===== src/fgwt_pkg.sv =====
package fgwt_pkg;

  // ---------------------------------------------------------------------------
  // register map (byte addresses)
  // ---------------------------------------------------------------------------
  localparam int ADDR_W = 8;
  localparam logic [7:0] ADDR_TRAP_CTRL = 8'h00;
  localparam logic [7:0] ADDR_IRQ_STATUS = 8'h04;
  localparam logic [7:0] ADDR_IRQ_MASK = 8'h08;
  localparam logic [7:0] ADDR_LAST_TRAP = 8'h0C;

  // ---------------------------------------------------------------------------
  // trap control slice layout
  // ---------------------------------------------------------------------------
  localparam int DATA_W = 32;
  localparam logic [31:0] CTRL_RESET = 32'h0000_0000;
  // bits 29,27,24,17,16,13,12,11 always present
  localparam logic [31:0] CTRL_BASE_MASK = 32'h2903_3800;
  // bits 23,22,20,19 only with the limited ordering feature
  localparam logic [31:0] CTRL_LOR_MASK = 32'h00D8_0000;

  localparam int BIT_SYS_CONTROL = 29;
  localparam int BIT_PHYS_ADDR_RESULT = 27;
  localparam int BIT_MEM_ATTR_INDIRECTION = 24;
  localparam int BIT_LO_REGION_START = 23;
  localparam int BIT_LO_REGION_NUMBER = 22;
  localparam int BIT_LO_REGION_END = 20;
  localparam int BIT_LO_REGION_CONTROL = 19;
  localparam int BIT_FAULT_ADDRESS = 17;
  localparam int BIT_EXCEPTION_SYNDROME = 16;
  localparam int BIT_CACHE_SIZE_SELECT = 13;
  localparam int BIT_FEATURE_ACCESS_CTRL = 12;
  localparam int BIT_CONTEXT_ID = 11;

  // ---------------------------------------------------------------------------
  // target system register identifiers of a write instruction
  // ---------------------------------------------------------------------------
  localparam int REG_ID_W = 4;
  localparam int NUM_REG_IDS = 13;
  localparam logic [3:0] REG_SYS_CONTROL = 4'h0;
  localparam logic [3:0] REG_SYS_CONTROL_EXT = 4'h1;
  localparam logic [3:0] REG_PHYS_ADDR_RESULT = 4'h2;
  localparam logic [3:0] REG_MEM_ATTR_INDIRECTION = 4'h3;
  localparam logic [3:0] REG_LO_REGION_START = 4'h4;
  localparam logic [3:0] REG_LO_REGION_NUMBER = 4'h5;
  localparam logic [3:0] REG_LO_REGION_END = 4'h6;
  localparam logic [3:0] REG_LO_REGION_CONTROL = 4'h7;
  localparam logic [3:0] REG_FAULT_ADDRESS = 4'h8;
  localparam logic [3:0] REG_EXCEPTION_SYNDROME = 4'h9;
  localparam logic [3:0] REG_CACHE_SIZE_SELECT = 4'hA;
  localparam logic [3:0] REG_FEATURE_ACCESS_CTRL = 4'hB;
  localparam logic [3:0] REG_CONTEXT_ID = 4'hC;

  // control bit that governs each register identifier
  localparam logic [4:0] BIT_OF_REG [0:12] = '{
    5'h1D, 5'h1D, 5'h1B, 5'h18, 5'h17, 5'h16, 5'h14, 5'h13, 5'h11, 5'h10, 5'h0D, 5'h0C, 5'h0B
  };

  // ---------------------------------------------------------------------------
  // exception levels, syndrome, status bits
  // ---------------------------------------------------------------------------
  localparam logic [1:0] LEVEL_KERNEL = 2'h1;
  localparam int EC_W = 6;
  localparam logic [5:0] EC_SYSREG_TRAP = 6'h18;
  localparam logic [5:0] EC_NONE = 6'h00;
  localparam int STAT_W = 2;
  localparam int STAT_TRAP = 0;
  localparam int STAT_PREEMPT = 1;
  localparam logic [1:0] STAT_RESET = 2'h0;
  localparam logic [1:0] MASK_RESET = 2'h0;
  localparam int LAST_VALID_BIT = 8;

endpackage


===== src/trap_select.sv =====
`timescale 1ns/1ps
module trap_select #(
  parameter bit SYS_CONTROL_EXT_FEATURE = 1'b1
) (
  input wire logic [3:0] reg_id_i,
  output logic [31:0] sel_o
);

  // ---------------------------------------------------------------------------
  // register identifier to control bit one-hot
  // ---------------------------------------------------------------------------
  logic id_known;
  logic [4:0] bit_idx;

  // second control register only exists with its feature
  assign id_known = (32'(reg_id_i) < fgwt_pkg::NUM_REG_IDS) &&
                    ((reg_id_i != fgwt_pkg::REG_SYS_CONTROL_EXT) || SYS_CONTROL_EXT_FEATURE);
  assign bit_idx = id_known ? fgwt_pkg::BIT_OF_REG[reg_id_i] : 5'h00;

  // one comparator per control bit
  genvar b;
  generate
    for (b = 0; b < fgwt_pkg::DATA_W; b++) begin : g_sel
      assign sel_o[b] = id_known && (bit_idx == 5'(b));
    end
  endgenerate

endmodule


===== src/fine_grained_write_trap_ctrl.sv =====
// The implementer's own choices: the address map and the strobed register port.
`timescale 1ns/1ps
// Operation
// - trap only when hypervisor level enabled
// - also needs no monitor or monitor enable
// - trap goes to hypervisor, class 0x18
// - higher priority exception wins over trap
// - all fields reset to zero
// - zero field leaves writes untrapped
// - bit 29 covers both system control registers
// - bit 27 covers physical address result
// - bit 24 covers memory attribute indirection
// - bits 23,22 region start/number, feature only
// - bits 20,19 region end/control, feature only
// - bit 17 covers fault address
// - bit 16 covers exception syndrome
// - bit 13 covers cache size selection
// - bit 12 covers feature access control
// - bit 11 covers context identifier
module fine_grained_write_trap_ctrl #(
  parameter bit LIMITED_ORDERING_FEATURE = 1'b1,
  parameter bit SYS_CONTROL_EXT_FEATURE = 1'b1
) (
  input wire logic core_clk_i,
  input wire logic rst_b_i,
  // register port
  input wire logic [7:0] reg_addr_i,
  input wire logic [31:0] reg_wdata_i,
  input wire logic reg_wr_i,
  input wire logic reg_rd_i,
  output logic [31:0] reg_rdata_o,
  // qualifiers from the surrounding processor state
  input wire logic el2_enabled_i,
  input wire logic el3_implemented_i,
  input wire logic monitor_fine_trap_enable_i,
  // system register write instruction to check
  input wire logic sysreg_write_instr_i,
  input wire logic [1:0] sysreg_write_level_i,
  input wire logic sysreg_write_64bit_i,
  input wire logic [3:0] sysreg_write_reg_id_i,
  input wire logic sysreg_write_higher_exc_i,
  // verdict
  output logic trap_o,
  output logic [5:0] trap_ec_o,
  output logic write_ok_o,
  output logic irq_o
);

  // ---------------------------------------------------------------------------
  // state
  // ---------------------------------------------------------------------------
  logic [31:0] ctrl_r;
  logic [31:0] ctrl_nxt;
  logic [1:0] status_r;
  logic [1:0] status_nxt;
  logic [1:0] mask_r;
  logic [1:0] mask_nxt;
  logic [3:0] last_id_r;
  logic [3:0] last_id_nxt;
  logic last_valid_r;
  logic last_valid_nxt;
  logic trap_r;
  logic [5:0] ec_r;
  logic write_ok_r;
  logic irq_r;
  logic [31:0] rdata_r;
  logic [31:0] rdata_nxt;

  // ---------------------------------------------------------------------------
  // address decode
  // ---------------------------------------------------------------------------
  logic sel_ctrl;
  logic sel_status;
  logic sel_mask;
  logic sel_last;
  logic wr_ctrl;
  logic wr_mask;
  logic rd_status;

  assign sel_ctrl = (reg_addr_i == fgwt_pkg::ADDR_TRAP_CTRL);
  assign sel_status = (reg_addr_i == fgwt_pkg::ADDR_IRQ_STATUS);
  assign sel_mask = (reg_addr_i == fgwt_pkg::ADDR_IRQ_MASK);
  assign sel_last = (reg_addr_i == fgwt_pkg::ADDR_LAST_TRAP);
  assign wr_ctrl = reg_wr_i && sel_ctrl;
  assign wr_mask = reg_wr_i && sel_mask;
  assign rd_status = reg_rd_i && sel_status;

  // ---------------------------------------------------------------------------
  // implemented field mask
  // ---------------------------------------------------------------------------
  logic [31:0] impl_mask;

  // region bits exist only with the feature, reserved bits never
  assign impl_mask = fgwt_pkg::CTRL_BASE_MASK |
                     (LIMITED_ORDERING_FEATURE ? fgwt_pkg::CTRL_LOR_MASK : 32'h0000_0000);

  // reserved and absent fields drop written values
  assign ctrl_nxt = wr_ctrl ? (reg_wdata_i & impl_mask) : ctrl_r;

  // ---------------------------------------------------------------------------
  // target register to control bit
  // ---------------------------------------------------------------------------
  logic [31:0] reg_sel;

  // second control register shares the first one's bit
  trap_select #(
    .SYS_CONTROL_EXT_FEATURE(SYS_CONTROL_EXT_FEATURE)
  ) u_trap_select (
    .reg_id_i(sysreg_write_reg_id_i),
    .sel_o(reg_sel)
  );

  // ---------------------------------------------------------------------------
  // trap decision
  // ---------------------------------------------------------------------------
  logic field_set;
  logic level_ok;
  logic el2_ok;
  logic monitor_ok;
  logic would_trap;
  logic trap_hit;
  logic preempt_hit;

  // selected field must be one; a cleared field never traps
  assign field_set = |(reg_sel & ctrl_r);
  assign level_ok = (sysreg_write_level_i == fgwt_pkg::LEVEL_KERNEL) && sysreg_write_64bit_i;
  assign el2_ok = el2_enabled_i;
  assign monitor_ok = !el3_implemented_i || monitor_fine_trap_enable_i;
  assign would_trap = sysreg_write_instr_i && level_ok && field_set && el2_ok && monitor_ok;
  // a higher priority exception takes the write instead
  assign trap_hit = would_trap && !sysreg_write_higher_exc_i;
  assign preempt_hit = would_trap && sysreg_write_higher_exc_i;

  // ---------------------------------------------------------------------------
  // status, mask and last trap bookkeeping
  // ---------------------------------------------------------------------------
  logic [1:0] events;

  assign events = {preempt_hit, trap_hit};
  // read clears, a new event in the same cycle stays set
  assign status_nxt = (rd_status ? fgwt_pkg::STAT_RESET : status_r) | events;
  assign mask_nxt = wr_mask ? reg_wdata_i[1:0] : mask_r;
  assign last_id_nxt = trap_hit ? sysreg_write_reg_id_i : last_id_r;
  assign last_valid_nxt = last_valid_r || trap_hit;

  // ---------------------------------------------------------------------------
  // read mux
  // ---------------------------------------------------------------------------
  logic [31:0] last_word;

  assign last_word = {23'h00_0000, last_valid_r, 4'h0, last_id_r};
  // unmapped addresses read zero
  assign rdata_nxt = !reg_rd_i ? 32'h0000_0000 :
                     sel_ctrl ? ctrl_r :
                     sel_status ? {30'h0000_0000, status_r} :
                     sel_mask ? {30'h0000_0000, mask_r} :
                     sel_last ? last_word : 32'h0000_0000;

  // ---------------------------------------------------------------------------
  // registers
  // ---------------------------------------------------------------------------

  // trap control slice, zero on warm reset
  always_ff @(posedge core_clk_i or negedge rst_b_i) begin
    if (!rst_b_i) begin
      ctrl_r <= fgwt_pkg::CTRL_RESET;
    end else begin
      ctrl_r <= ctrl_nxt;
    end
  end

  // interrupt status and mask
  always_ff @(posedge core_clk_i or negedge rst_b_i) begin
    if (!rst_b_i) begin
      status_r <= fgwt_pkg::STAT_RESET;
      mask_r <= fgwt_pkg::MASK_RESET;
      irq_r <= 1'b0;
    end else begin
      status_r <= status_nxt;
      mask_r <= mask_nxt;
      irq_r <= |(status_nxt & mask_nxt);
    end
  end

  // last trapped register
  always_ff @(posedge core_clk_i or negedge rst_b_i) begin
    if (!rst_b_i) begin
      last_id_r <= 4'h0;
      last_valid_r <= 1'b0;
    end else begin
      last_id_r <= last_id_nxt;
      last_valid_r <= last_valid_nxt;
    end
  end

  // verdict outputs, one cycle after the instruction
  always_ff @(posedge core_clk_i or negedge rst_b_i) begin
    if (!rst_b_i) begin
      trap_r <= 1'b0;
      ec_r <= fgwt_pkg::EC_NONE;
      write_ok_r <= 1'b0;
    end else begin
      trap_r <= trap_hit;
      ec_r <= trap_hit ? fgwt_pkg::EC_SYSREG_TRAP : fgwt_pkg::EC_NONE;
      write_ok_r <= sysreg_write_instr_i && !would_trap && !sysreg_write_higher_exc_i;
    end
  end

  // read data stands for one cycle
  always_ff @(posedge core_clk_i or negedge rst_b_i) begin
    if (!rst_b_i) begin
      rdata_r <= 32'h0000_0000;
    end else begin
      rdata_r <= rdata_nxt;
    end
  end

  assign reg_rdata_o = rdata_r;
  assign trap_o = trap_r;
  assign trap_ec_o = ec_r;
  assign write_ok_o = write_ok_r;
  assign irq_o = irq_r;

  logic ctrl_written_r;

  // helper: any write to the control slice since reset
  always_ff @(posedge core_clk_i or negedge rst_b_i) begin
    if (!rst_b_i) begin
      ctrl_written_r <= 1'b0;
    end else begin
      ctrl_written_r <= ctrl_written_r || wr_ctrl;
    end
  end

  // helper: a write meeting every qualifier, not preempted
  logic write_qualified;
  assign write_qualified = sysreg_write_instr_i && sysreg_write_64bit_i && !sysreg_write_higher_exc_i &&
                           (sysreg_write_level_i == fgwt_pkg::LEVEL_KERNEL) && el2_enabled_i &&
                           (!el3_implemented_i || monitor_fine_trap_enable_i);
endmodule


===== config.mk =====
export PLATFORM = sky130hd
export DESIGN_NAME = fine_grained_write_trap_ctrl
export DESIGN_NICKNAME = d
export VERILOG_FILES = /design/src/fgwt_pkg.sv /design/src/trap_select.sv /design/src/fine_grained_write_trap_ctrl.sv
export SDC_FILE = /design/constraint.sdc
export NUM_CORES = 1
export LEC_CHECK = 0
export BUFFER_PORTS_ARGS = -buffer_cell sky130_fd_sc_hd__buf_2
export CAP_MARGIN = 10
export CORE_ASPECT_RATIO = 1.2
export CORE_UTILIZATION = 35
export DETAILED_ROUTE_END_ITERATION = 7
export PLACE_DENSITY = 0.71
export SETUP_SLACK_MARGIN = 0.05
export SLEW_MARGIN = 25
export SYNTH_ARGS = -nofsm -noshare
export SYNTH_HDL_FRONTEND = slang
export SYNTH_SLANG_ARGS = --single-unit

===== constraint.sdc =====
create_clock -name core_clk_i -period 2.4 [get_ports core_clk_i]
set_input_delay 0.12 -clock core_clk_i [delete_from_list [all_inputs] [get_ports core_clk_i]]
set_output_delay 0.12 -clock core_clk_i [all_outputs]
set_load 0.005 [all_outputs]

==> reports/qor.txt <==
Status: complete, no violations
Final setup fails: 0
Average vias per placed instance: 4.56
Synth Cell Area: 2110 um2
Total CTS buffers: 5
Vias in the first global route: 1442
Final nets: 315
Rows: 30
Final worst slack: 0.330 ns
Clock sink count: 41
Die height: 87.0 um
Rel. slew slack: 42.0%
Hold Worst Slack: 0.0609 ns
Clock skew: 0.00425 ns
Post-Synthesis Cells: 188
Setup CP Type: reg2reg
IO buf count: 59
Average instance area after synthesis: 11.2 um2
Worst path slowest cell: or3b_2
Warnings, synthesis: 0
First-pass GRT wire length: 6270 um
Share of cells above drive strength 1: 41.8%
Critical Path Sink Type: flop
Primary FF master, synth: dfrtp_1
Post-CTS setup buffer count: 0
Antenna viol nets, final: 0
Maximum clock frequency: 483 MHz
Final Cycle Share: 86.2%
Final total power: 0.00153 W
GRT Resource Usage Total: 13.1%
Diode count: 0
Worst hold start: reg_wdata_i[29]
Critical R2R Launch: ctrl_r[19]
CP Launch Point: ctrl_r[19]
Yosys reg bits: 41
TritonRoute pass-1 iters: 4
Async set-reset flop share out of synthesis: 100%
Fin. Hold Viols: 0
DP Wirelength: 3010 um
Area grow syn2layout: 23.6%
Setup Total Neg Slack: 0 ns
CORE AREA: 5740 um2
CTS max path bufs: 2
Worst setup SP type: flop
Clock Root Buffer: clkbuf_8
Worst reg2reg setup slack: 0.33 ns
Clock Latency Late Sink: 0.28 ns
Vias: 1531
Peak supply drop: 0.258 mV
Util after Layout: 45.4%
Placer Congestion: 0.844
Initial Utilization: 36.7%
DR iter-0 viols: 60
EDFF count, synth: 0
Worst Path Max Fanout: 4
Most frequent CP cell: buf_4
Power density cells: 586 nW/um2
WP data arrival: 2.24 ns
Fill cells: 579
Total grt overflow: 0
Max Cap Viol: 0
Initial antenna violation count: 0
Final min period: 2.07 ns
H-tree levels: 2
Io pins: 97
Residual DRC: 0
Register area share after synthesis: 48.6%
Hold crit path type: in2reg
Library cells used by synthesis: 43
Routed WL per cell: 11.6 um
Worst-path cell chain: or3b_2, a21oi_1, nor4b_1, a31oi_1, buf_4, a31oi_4, buf_4, or2_2
Total Wirelength: 3900 um
Req. time, crit path: 2.57 ns
Clock Pin Slew Worst Setup and Hold Paths: 0.08 ns
Yosys top cell by area: dfrtp_1
RSZ-0062 raised after global routing: false
Die area: 6340 um2
Synth area leaders: dfrtp_1 (49%), mux2_2 (11%), buf_4 (7.5%), and2_1 (3.9%), ha_1 (2.4%)
Slew @ Worst Pin: 0.870 ns
CTS tree: built
Largest net degree at the start of global routing: 42
Leak: 1.38 nW
Critical Path Max Stage Delay: 0.44 ns
Area share of the largest cell type after synthesis: 48.6%
Post-Place Setup Slack: 0.107 ns
Count of pins over their slew limit: 0
Die width: 72.9 um
-- registers in the layout, summed over array words and instances (netlist names) --
signal,flops
status_r,2
irq_o,1
ctrl_r,12
write_ok_o,1
last_id_r,4
reg_rdata_o,17
mask_r,2
last_valid_r,1
trap_ec_o,1
-- cells in the mapped netlist, types with 2 or more instances --
cell type / count
ha_1: 4
a22oi_1: 3
nand3_1: 5
nand2_1: 8
nand3b_1: 3
nand2b_1: 4
a21oi_1: 4
dfrtp_1: 41
clkbuf_1: 4
a31oi_1: 3
mux2_2: 20
a32o_1: 2
buf_2: 3
o21ai_0: 4
and2_1: 13
nor2_1: 7
buf_4: 21
mux2i_1: 3
inv_1: 7
nor3_1: 5
or2_2: 2
-- cells by family after synthesis --
| family | after synthesis | synth area share [%] |
|---|---|---|
| AND/OR/NAND/NOR | 57 | 16.3 |
| flip-flops | 41 | 48.6 |
| buffers and inverters | 36 | 10.3 |
| AO/OA/AOI/OAI | 25 | 9.02 |
| multiplexers | 24 | 13.2 |
| adder cells (fa/ha/maj) | 4 | 2.37 |
| other | 1 | 0.178 |
-- cell type report --
| cell class | count | area (um2) | area share (%) |
|---|---|---|---|
| sequential | 41 | 1030 | 39.3 |
| multi-input combinational | 129 | 933 | 35.8 |
| timing repair buffer | 71 | 388 | 14.9 |
| tap | 80 | 100 | 3.84 |
| clock buffer | 5 | 68.8 | 2.64 |
| clock inverter | 3 | 65.1 | 2.50 |
| inverter | 7 | 26.3 | 1.01 |
-- routing by layer --
layer | global-route usage (%) | up-vias | wire length, um
li1 | - | 747 | -
met1 | 15.4 | 727 | 1670
met2 | 22.3 | 50 | 1960
met3 | 2.66 | 7 | 186
met4 | 7.31 | 0 | 90
met5 | 0 | - | 0
-- report_power, final --
part	leakage, nW	internal (W)	switching (W)
Clock	0.0681	0.000413	0.000228
Sequential	0.563	0.000713	0.0000145
Combinational	0.753	0.0000779	0.0000812
-- what timing repair did --
item / in CTS / in global routing
hold buffers: 1 / 0
gates resized for setup: 0 / 0
hold endpoints to repair: 41 / 0
-- worst paths after layout --
kind                       cells after the start            to
setup reg to reg                               8  last_valid_r
setup / recovery                               8  last_valid_r
max in group asynchronous                      2    ctrl_r[23]
min in group asynchronous                      2    ctrl_r[20]
hold reg to reg                                1  last_valid_r
hold / removal                                 2    ctrl_r[29]
-- critical path, delay by kind of cell (launching register included) --
kind | cells | cell delay (ns)
AO/OA/AOI/OAI | 3 | 0.43
flip-flops | 1 | 0.40
AND/OR/NAND/NOR | 3 | 0.77
buffers and inverters | 2 | 0.34
-- layout by cell type (no fill, tap or decap), types with 5 or more instances in the layout --
cell       n
inv_1      7
dfrtp_1   41
nor2_1     7
buf_4     11
and2_1    13
nand3_1    5
clkbuf_8   5
buf_2     59
mux2_2    20
conb_1    19
nor3_1     5
nand2_1    8
-- stage by stage --
step	cell area, um2	cells
5_1_grt	2610	336
3_5_place_dp	2460	327
4_1_cts	2610	336
2_1_floorplan	2180	206
3_3_place_gp	2460	327
6_report	2610	336
Power figures use the tool's default switching activity.
